<file path="src/pmcs_pkg.sv">
// pmcs_pkg: constants for the power mode and clock switch controller
// assumes a 125 MHz system clock and an APB register slave
package pmcs_pkg;

  // ****************************************
  // timing
  // ****************************************
  localparam int CLK_MHZ = 125;
  localparam int WAKE_DELAY_US = 10;
  localparam int WAKE_CYC = WAKE_DELAY_US * CLK_MHZ;
  localparam int STAB_DELAY_MS = 1;
  localparam int STAB_CYC = STAB_DELAY_MS * 1000 * CLK_MHZ;

  // ****************************************
  // register offsets
  // ****************************************
  localparam logic [7:0] OFS_OSC_CTRL = 8'h00;
  localparam logic [7:0] OFS_SEC_CTRL = 8'h04;
  localparam logic [7:0] OFS_MODE_STAT = 8'h08;

  // ****************************************
  // field positions
  // ****************************************
  localparam int POS_IDLE_SEL = 7;
  localparam int POS_FREQ_LO = 4;
  localparam int POS_PRI_FLAG = 3;
  localparam int POS_FAST_FLAG = 2;
  localparam int POS_CSS_LO = 0;
  localparam int POS_SEC_FLAG = 6;
  localparam int POS_SEC_EN = 3;

  // ****************************************
  // reset values
  // ****************************************
  localparam logic RST_IDLE_SEL = 1'b0;
  localparam logic [2:0] RST_FREQ = 3'h0;
  localparam logic [1:0] RST_CSS = 2'h0;
  localparam logic RST_SEC_EN = 1'b0;
  localparam logic RST_PRI_FLAG = 1'b1;

  // ****************************************
  // clock source codes and modes
  // ****************************************
  localparam logic [1:0] CSS_PRIMARY = 2'h0;
  localparam logic [1:0] CSS_SECONDARY = 2'h1;
  localparam logic [1:0] SEL_INTMUX = 2'h2;

  typedef enum logic [2:0] {
    primary_run_state = 3'h0,
    secondary_run_state = 3'h1,
    internal_osc_run_state = 3'h3,
    primary_idle_state = 3'h2,
    secondary_idle_state = 3'h6,
    internal_osc_idle_state = 3'h7,
    sleep_state = 3'h5
  } pmcs_mode_t;

endpackage : pmcs_pkg
</file>
<file path="src/pmcs_ctrl.sv">
// pmcs_ctrl: power-managed mode and clock switch controller
// assumes all inputs except ARST_N synchronous to SYS_CLK, one-cycle instruction pulses
//
// Operation
// RULE1: idle, select 00: CPU stops, peripherals primary
// RULE2: primary idle keeps primary flag set
// RULE3: primary idle wake: CPU after 10 us
// RULE4: idle 01: peripherals secondary, primary off
// RULE5: secondary disabled: forced no-op, no entry
// RULE6: secondary not oscillating: hold its clocks
// RULE7: secondary idle wake: run secondary, 10 us
// RULE8: wake keeps select bits, secondary running
// RULE9: idle 1x: peripherals internal mux, primary off
// RULE10: nonzero frequency: fast osc, stable after 1ms
// RULE11: stable flag kept; zero field keeps off
// RULE12: internal idle wake: 10 us, then primary
// RULE13: slow osc kept with watchdog or monitor
// RULE14: no idle select: CPU and peripherals switched
// RULE15: watchdog in run mode gives reset
// RULE16: run mode left on interrupt, reset, sleep
// RULE17: primary run default; others return there
// RULE18: primary run: primary flag, fast optional
// RULE19: run 01: system on secondary, flags
// RULE20: secondary run wake: switch when primary ready
// RULE21: secondary enable cleared forces exit
// RULE22: all select bits zero: full sleep
// RULE23: mode sampled at each sleep instruction
// RULE24: delays as counters, primary ready input
//
// The address map and the APB slave port were decided locally.
`timescale 1ns/1ps
module pmcs_ctrl #(
  parameter int WAKE_CYC = pmcs_pkg::WAKE_CYC,
  parameter int STAB_CYC = pmcs_pkg::STAB_CYC
) (
  input wire logic SYS_CLK,
  input wire logic ARST_N,
  input wire logic PSEL,
  input wire logic PENABLE,
  input wire logic PWRITE,
  input wire logic [7:0] PADDR,
  input wire logic [31:0] PWDATA,
  output logic [31:0] PRDATA,
  output logic PREADY,
  output logic PSLVERR,
  input wire logic SLEEP_EXEC,
  input wire logic RESET_INSTR,
  input wire logic WAKE_EVENT,
  input wire logic WDT_TIMEOUT,
  input wire logic PRIMARY_READY,
  input wire logic SEC_OSC_RUNNING,
  input wire logic PRIMARY_IS_FAST_INTERNAL_OSCILLATOR,
  input wire logic WDT_ENABLE,
  input wire logic FSCM_ENABLE,
  output logic CPU_CLK_EN,
  output logic PERIPH_CLK_EN,
  output logic [1:0] CLK_SEL,
  output logic PRIMARY_OSC_EN,
  output logic SEC_OSC_EN,
  output logic FAST_OSC_EN,
  output logic SLOW_OSC_EN,
  output logic WDT_RESET,
  output logic FORCED_NOP
);

  // ****************************************
  // elaboration checks
  // ****************************************
  if (WAKE_CYC < 4 || STAB_CYC < 1) begin : g_bad_param
    $error("pmcs_ctrl: wake count below four or stable count zero");
  end

  localparam int WCW = $clog2(WAKE_CYC + 1);
  localparam int SCW = $clog2(STAB_CYC + 1);

  // ****************************************
  // state
  // ****************************************
  typedef struct packed {
    pmcs_pkg::pmcs_mode_t mode;
    logic [WCW-1:0] wake_cnt;
    logic waking;
    logic exit_pend;
    logic [SCW-1:0] stab_cnt;
    logic osc_stable;
    logic idle_sel;
    logic [2:0] freq;
    logic [1:0] css;
    logic sec_en;
    logic pri_flag;
    logic fast_flag;
    logic sec_flag;
    logic wdt_rst;
    logic nop;
  } pmcs_st_t;

  localparam pmcs_st_t RST_ST = '{
    mode: pmcs_pkg::primary_run_state,
    wake_cnt: '0,
    waking: 1'b0,
    exit_pend: 1'b0,
    stab_cnt: '0,
    osc_stable: 1'b0,
    idle_sel: pmcs_pkg::RST_IDLE_SEL,
    freq: pmcs_pkg::RST_FREQ,
    css: pmcs_pkg::RST_CSS,
    sec_en: pmcs_pkg::RST_SEC_EN,
    pri_flag: pmcs_pkg::RST_PRI_FLAG,
    fast_flag: 1'b0,
    sec_flag: 1'b0,
    wdt_rst: 1'b0,
    nop: 1'b0
  };

  pmcs_st_t st_q;
  pmcs_st_t st_d;
  logic wr_en;
  logic is_run_lp;
  logic is_idle;
  logic sec_sel;

  assign wr_en = PSEL && PENABLE && PWRITE;
  assign is_run_lp = st_q.mode == pmcs_pkg::secondary_run_state ||
                     st_q.mode == pmcs_pkg::internal_osc_run_state;
  assign is_idle = st_q.mode == pmcs_pkg::primary_idle_state ||
                   st_q.mode == pmcs_pkg::secondary_idle_state ||
                   st_q.mode == pmcs_pkg::internal_osc_idle_state;

  // ****************************************
  // next state
  // ****************************************
  always_comb begin
    st_d = st_q;
    st_d.wdt_rst = 1'b0;
    st_d.nop = 1'b0;
    // RULE10: fast osc stabilisation count
    if (st_q.freq == 3'h0 || st_q.mode == pmcs_pkg::sleep_state) begin
      // RULE11: zero field keeps it off
      st_d.stab_cnt = '0;
      st_d.osc_stable = 1'b0;
    end else if (!st_q.osc_stable) begin
      if (st_q.stab_cnt == SCW'(STAB_CYC - 1)) begin
        st_d.osc_stable = 1'b1;
      end else begin
        st_d.stab_cnt = st_q.stab_cnt + 1'b1;
      end
    end
    if (st_q.wake_cnt != '0) begin
      st_d.wake_cnt = st_q.wake_cnt - 1'b1;
    end
    unique case (st_q.mode)
      pmcs_pkg::primary_run_state,
      pmcs_pkg::secondary_run_state,
      pmcs_pkg::internal_osc_run_state: begin
        if (is_run_lp && WDT_TIMEOUT) begin
          // RULE15: watchdog gives reset in run
          st_d.wdt_rst = 1'b1;
        end else if (SLEEP_EXEC) begin
          // RULE23: decode select bits now
          st_d.exit_pend = 1'b0;
          if (st_q.css == pmcs_pkg::CSS_PRIMARY) begin
            if (st_q.idle_sel) begin
              // RULE1: primary idle entry
              st_d.mode = pmcs_pkg::primary_idle_state;
              // RULE2: primary flag held
              st_d.pri_flag = 1'b1;
              st_d.sec_flag = 1'b0;
            end else begin
              // RULE22: full sleep, all flags clear
              st_d.mode = pmcs_pkg::sleep_state;
              st_d.pri_flag = 1'b0;
              st_d.sec_flag = 1'b0;
            end
          end else if (st_q.css == pmcs_pkg::CSS_SECONDARY) begin
            if (!st_q.sec_en) begin
              // RULE5: forced no-op, mode kept
              st_d.nop = 1'b1;
            end else begin
              // RULE4: secondary idle, RULE19: secondary run
              st_d.mode = st_q.idle_sel ?
                          pmcs_pkg::secondary_idle_state :
                          pmcs_pkg::secondary_run_state;
              st_d.pri_flag = 1'b0;
              st_d.sec_flag = 1'b1;
            end
          end else begin
            // RULE9: internal mux modes, RULE14: run variant
            st_d.mode = st_q.idle_sel ?
                        pmcs_pkg::internal_osc_idle_state :
                        pmcs_pkg::internal_osc_run_state;
            st_d.pri_flag = 1'b0;
            st_d.sec_flag = 1'b0;
          end
        end else begin
          // RULE16: interrupt leaves run mode
          if (is_run_lp && WAKE_EVENT) begin
            st_d.exit_pend = 1'b1;
          end
          // RULE21: cleared enable forces exit
          if (st_q.mode == pmcs_pkg::secondary_run_state &&
              !st_q.sec_en) begin
            st_d.exit_pend = 1'b1;
          end
          // RULE20: switch once primary ready
          if (is_run_lp && st_q.exit_pend && PRIMARY_READY &&
              st_q.wake_cnt == '0) begin
            st_d.mode = pmcs_pkg::primary_run_state;
            st_d.exit_pend = 1'b0;
            st_d.pri_flag = 1'b1;
            st_d.sec_flag = 1'b0;
          end
        end
      end
      pmcs_pkg::primary_idle_state,
      pmcs_pkg::secondary_idle_state,
      pmcs_pkg::internal_osc_idle_state: begin
        if (!st_q.waking && (WAKE_EVENT || WDT_TIMEOUT)) begin
          // RULE3: CPU ready delay count
          st_d.waking = 1'b1;
          st_d.wake_cnt = WCW'(WAKE_CYC - 1);
          st_d.exit_pend =
            st_q.mode != pmcs_pkg::primary_idle_state;
        end else if (st_q.waking && st_q.wake_cnt == '0) begin
          st_d.waking = 1'b0;
          // RULE7: secondary run, RULE12: internal run
          unique case (st_q.mode)
            pmcs_pkg::secondary_idle_state:
              st_d.mode = pmcs_pkg::secondary_run_state;
            pmcs_pkg::internal_osc_idle_state:
              st_d.mode = pmcs_pkg::internal_osc_run_state;
            default:
              st_d.mode = pmcs_pkg::primary_run_state;
          endcase
        end
      end
      pmcs_pkg::sleep_state: begin
        if (WAKE_EVENT || WDT_TIMEOUT) begin
          st_d.exit_pend = 1'b1;
        end
        // RULE17: return to primary run
        if (st_q.exit_pend && PRIMARY_READY) begin
          st_d.mode = pmcs_pkg::primary_run_state;
          st_d.exit_pend = 1'b0;
          st_d.pri_flag = 1'b1;
        end
      end
      default: st_d.mode = pmcs_pkg::primary_run_state;
    endcase
    // RULE18: fast flag on fast_internal_oscillator primary, RULE12: cleared
    st_d.fast_flag = st_d.osc_stable &&
      (st_d.mode == pmcs_pkg::internal_osc_run_state ||
       st_d.mode == pmcs_pkg::internal_osc_idle_state ||
       (PRIMARY_IS_FAST_INTERNAL_OSCILLATOR &&
        (st_d.mode == pmcs_pkg::primary_run_state ||
         st_d.mode == pmcs_pkg::primary_idle_state)));
    // RULE8: wake logic never touches select bits
    if (wr_en && PADDR == pmcs_pkg::OFS_OSC_CTRL) begin
      st_d.idle_sel = PWDATA[pmcs_pkg::POS_IDLE_SEL];
      st_d.freq = PWDATA[pmcs_pkg::POS_FREQ_LO +: 3];
      st_d.css = PWDATA[pmcs_pkg::POS_CSS_LO +: 2];
    end
    if (wr_en && PADDR == pmcs_pkg::OFS_SEC_CTRL) begin
      st_d.sec_en = PWDATA[pmcs_pkg::POS_SEC_EN];
    end
    // RULE16: reset instruction leaves any mode
    if (RESET_INSTR) begin
      st_d = RST_ST;
    end
  end

  always_ff @(posedge SYS_CLK or negedge ARST_N) begin
    if (!ARST_N) begin
      st_q <= RST_ST;
    end else begin
      st_q <= st_d;
    end
  end

  // ****************************************
  // clock gating and oscillator control
  // ****************************************
  always_comb begin
    unique case (st_q.mode)
      pmcs_pkg::secondary_run_state,
      pmcs_pkg::secondary_idle_state: CLK_SEL = pmcs_pkg::CSS_SECONDARY;
      pmcs_pkg::internal_osc_run_state,
      pmcs_pkg::internal_osc_idle_state: CLK_SEL = pmcs_pkg::SEL_INTMUX;
      default: CLK_SEL = pmcs_pkg::CSS_PRIMARY;
    endcase
  end

  assign sec_sel = CLK_SEL == pmcs_pkg::CSS_SECONDARY;
  // RULE6: secondary clocks held until oscillating
  assign PERIPH_CLK_EN = st_q.mode != pmcs_pkg::sleep_state &&
                         (!sec_sel || SEC_OSC_RUNNING);
  // RULE1: CPU stopped in idle and during delay
  assign CPU_CLK_EN = PERIPH_CLK_EN && !is_idle;
  // RULE24: primary started on pending exit
  assign PRIMARY_OSC_EN = st_q.mode == pmcs_pkg::primary_run_state ||
                          st_q.mode == pmcs_pkg::primary_idle_state ||
                          st_q.exit_pend;
  // RULE21: secondary kept while still clocking
  assign SEC_OSC_EN = st_q.sec_en || sec_sel;
  assign FAST_OSC_EN = st_q.freq != 3'h0 &&
                       st_q.mode != pmcs_pkg::sleep_state;
  // RULE13: slow osc for watchdog or monitor
  assign SLOW_OSC_EN = WDT_ENABLE || FSCM_ENABLE ||
                       (CLK_SEL == pmcs_pkg::SEL_INTMUX &&
                        st_q.freq == 3'h0);
  assign WDT_RESET = st_q.wdt_rst;
  assign FORCED_NOP = st_q.nop;

  // ****************************************
  // apb slave
  // ****************************************
  assign PREADY = 1'b1;
  always_comb begin
    PRDATA = 32'h0000_0000;
    PSLVERR = 1'b0;
    unique case (PADDR)
      pmcs_pkg::OFS_OSC_CTRL: begin
        PRDATA[pmcs_pkg::POS_IDLE_SEL] = st_q.idle_sel;
        PRDATA[pmcs_pkg::POS_FREQ_LO +: 3] = st_q.freq;
        PRDATA[pmcs_pkg::POS_PRI_FLAG] = st_q.pri_flag;
        PRDATA[pmcs_pkg::POS_FAST_FLAG] = st_q.fast_flag;
        PRDATA[pmcs_pkg::POS_CSS_LO +: 2] = st_q.css;
      end
      pmcs_pkg::OFS_SEC_CTRL: begin
        PRDATA[pmcs_pkg::POS_SEC_FLAG] = st_q.sec_flag;
        PRDATA[pmcs_pkg::POS_SEC_EN] = st_q.sec_en;
      end
      pmcs_pkg::OFS_MODE_STAT: PRDATA[2:0] = st_q.mode;
      default: PSLVERR = PSEL && PENABLE;
    endcase
  end
endmodule : pmcs_ctrl

</file>
<file path="config.mk">
export PLATFORM = sky130hd
export DESIGN_NAME = pmcs_ctrl
export DESIGN_NICKNAME = d
export VERILOG_FILES = /design/src/pmcs_pkg.sv /design/src/pmcs_ctrl.sv
export SDC_FILE = /design/constraint.sdc
export NUM_CORES = 1
export LEC_CHECK = 0
export ABC_AREA = 0
export BUFFER_PORTS_ARGS = -buffer_cell sky130_fd_sc_hd__buf_2
export CAP_MARGIN = 30
export CORE_MARGIN = 2
export CORE_UTILIZATION = 45
export DETAILED_ROUTE_END_ITERATION = 8
export PLACE_DENSITY = 0.73
export SKIP_CTS_REPAIR_TIMING = 1
export SLEW_MARGIN = 30
export SYNTH_ARGS = -nofsm -noshare
export SYNTH_HDL_FRONTEND = slang
export SYNTH_SLANG_ARGS = --single-unit
export TNS_END_PERCENT = 100
</file>
<file path="constraint.sdc">
create_clock -name SYS_CLK -period 5.2 [get_ports SYS_CLK]
set_input_delay 0.52 -clock SYS_CLK [delete_from_list [all_inputs] [get_ports SYS_CLK]]
set_output_delay 0.52 -clock SYS_CLK [all_outputs]
set_load 0.01 [all_outputs]
</file>
==> results_dict.tcl <==
set metrics [dict create \
    status "complete, no violations" \
    avgSynthCellArea_um2 8.78 \
    finalPower_uw 897 \
    ys_seq_elements 46 \
    maxCapViolCount 0 \
    maxSlewViolCount 0 \
    ys_seq_area_share_pct 39.6 \
    antenna_cells 0 \
    netlist_instances 331 \
    drc 0 \
    vdd.ir_drop.worst_uv 155 \
    cp_cell_sequence "inv_1 -> ha_1 -> or4b_1 -> or3_1 -> o31a_1 -> a311oi_1 -> a31oi_1 -> o2bb2ai_1" \
    cts.htree.levels 2 \
    max_freq_mhz 356 \
    viasPerCell 5.50 \
    synth_edf_count 0 \
    crit_family "compound AO/OA/AOI/OAI gates" \
    drt_pass1_iterations 4 \
    finalCritPeriodShare_pct 54.0 \
    clk_pin_slew_worst_paths_ps 100 \
    synth.largest_area_cell "dfrtp_1" \
    yosysTopAreaCellShare_pct 38.7 \
    synthArstFlopShare_pct 100 \
    holdWs_ps 210 \
    setup_violations 0 \
    rr_worst_depth 8 \
    stdcell_area_mm2 0.00318 \
    wl_per_cell_um 13.2 \
    yosysMostFrequentCell "nor2_1" \
    dpl.hpwl_mm 4.28 \
    vias 2465 \
    clock_sinks 46 \
    grt_pass1_wl_mm 10.2 \
    path_max_fanout 9 \
    slew_headroom_pct 45.8 \
    synth_cell_types 60 \
    ff2ff_setup_slack_ps 2390 \
    startpoint_type "flop" \
    drtIter0Drc 139 \
    areaGrowthSynthToFinish_pct 9.38 \
    die_x_um 84.4 \
    core_mm2 0.00631 \
    cp_slowest_stage_delay_ps 530 \
    grt_max_degree 47 \
    rr_startpoint "st_q[32]$_DFF_PN0_" \
    fin_worst_skew_ps 8.65 \
    port_buffers 47 \
    ios 98 \
    drive_above_1_share_pct 16.4 \
    overflow 0 \
    endpoint_kind "flop" \
    hp-class "in -> async" \
    crit_required_ps 5390 \
    synth_common_cells "nor2_1, dfrtp_1, buf_4" \
    crit_arrival_ps 3000 \
    synthesis.area_mm2 0.00291 \
    num_rows 29 \
    start_util_pct 46.1 \
    rr_endpoint "st_q[3]$_DFF_PN0_" \
    placed_area_mm2 0.00308 \
    antenna_found_initial 0 \
    rsz0062_at_grt "false" \
    routed_wl_mm 5.90 \
    finalHoldViolations 0 \
    tightestPinTransition_ps 807 \
    cts_tree "yes" \
    crit_buf_inv 1 \
    period_needed_ps 2810 \
    clkLatencyLatePin_ps 300 \
    die_h_um 84.4 \
    power_density_mw_per_mm2 282 \
    grt_pass1_vias 2304 \
    dieArea_mm2 0.00712 \
    p_leak_nw 1.46 \
    layout.nets 426 \
    gp_congestion 0.850 \
    synthFlopType "dfrtp_1" \
    cts_inserted_buffers 5 \
    crit_type "reg -> reg" \
    fin_setup_tns_ps 0 \
    cts-root-buf "clkbuf_8" \
    yosys_warnings 0 \
    drtAntennaViolNets 0 \
    cpMaxStageDelayCell "or4b_1" \
    cts_buffer_depth 2 \
    synth_area_leaders "dfrtp_1, nor2_1, buf_4" \
    gr-usage-all-layers_pct 16.9 \
]
cells by family (layout without fill, tap and decap cells):
logic type	count (synthesis)	in the layout	share of synthesized area [%]
AOI/OAI and AO/OA	61	61	14.5
xor gates and xnor gates	21	21	6.33
adders and majority gates	2	2	0.860
buffers and inverters	47	64	9.60
DFF	46	46	39.6
muxes	15	15	5.16
other	2	25	0.258
and+or+nand+nor	137	137	23.7
worst max-delay path by stage:
stage                            start                 to  slack [ps]  depth (start not counted)
floorplan           st_q[32]$_DFF_PN0_  st_q[3]$_DFF_PN0_        2660                          9
global placement    st_q[32]$_DFF_PN0_  st_q[3]$_DFF_PN0_        2410                          8
detailed placement  st_q[32]$_DFF_PN0_  st_q[3]$_DFF_PN0_        2400                          8
CTS                 st_q[32]$_DFF_PN0_  st_q[3]$_DFF_PN0_        2380                          8
global route        st_q[32]$_DFF_PN0_  st_q[3]$_DFF_PN0_        2160                          8
finish              st_q[32]$_DFF_PN0_  st_q[3]$_DFF_PN0_        2390                          8
placed cells by master (no fill, tap or decap), drive strengths merged, types with 4 or more instances in the layout:
cell type	instances
nor2	54
buf	47
dfrtp	45
conb	25
nand2	18
a21oi	16
mux2i	15
nor3	11
xor2	11
inv	11
o21ai	10
xnor2	10
or3	7
nand4	7
nand2b	6
a211oi	5
nand3	5
and3	5
clkbuf	5
a31oi	4
nor4	4
per-stage QoR:
stage | utilization (%) | instances | setup WS, ps
global placement | 48.8 | 440 | 2410
detailed placement | 48.8 | 440 | 2400
floorplan | - | 354 | 2660
CTS | 50.4 | 448 | 2380
global route | 50.4 | 448 | 2160
finish | 50.4 | 448 | 2390
per-layer routing:
layer / up-vias / global-route usage (%) / wire length, µm
met5: - / 0 / 0
met4: 0 / 4.33 / 21
met3: 2 / 3.34 / 263
met2: 58 / 27.7 / 2830
met1: 1185 / 23.1 / 2780
li1: 1220 / - / -
area by class of cell:
cell class | instances | area (µm²)
Sequential cell | 46 | 1150
Inverter | 9 | 33.8
Clock buffer | 5 | 68.8
Fill cell | 587 | 3130
Timing Repair Buffer | 47 | 238
Multi-Input combinational cell | 261 | 1560
Tap cell | 77 | 96.3
Clock inverter | 3 | 28.8
registers in the layout (all words and copies together), names as in the netlist:
name,count
st_q,44
WDT_RESET,1
FORCED_NOP,1
where the power goes:
group / total, mW / switching, mW / internal (mW)
Clock: 0.234 / 0.133 / 0.101
Combinational: 0.245 / 0.137 / 0.108
Sequential: 0.418 / 0.0322 / 0.386
Power figures use the tool's default switching activity.
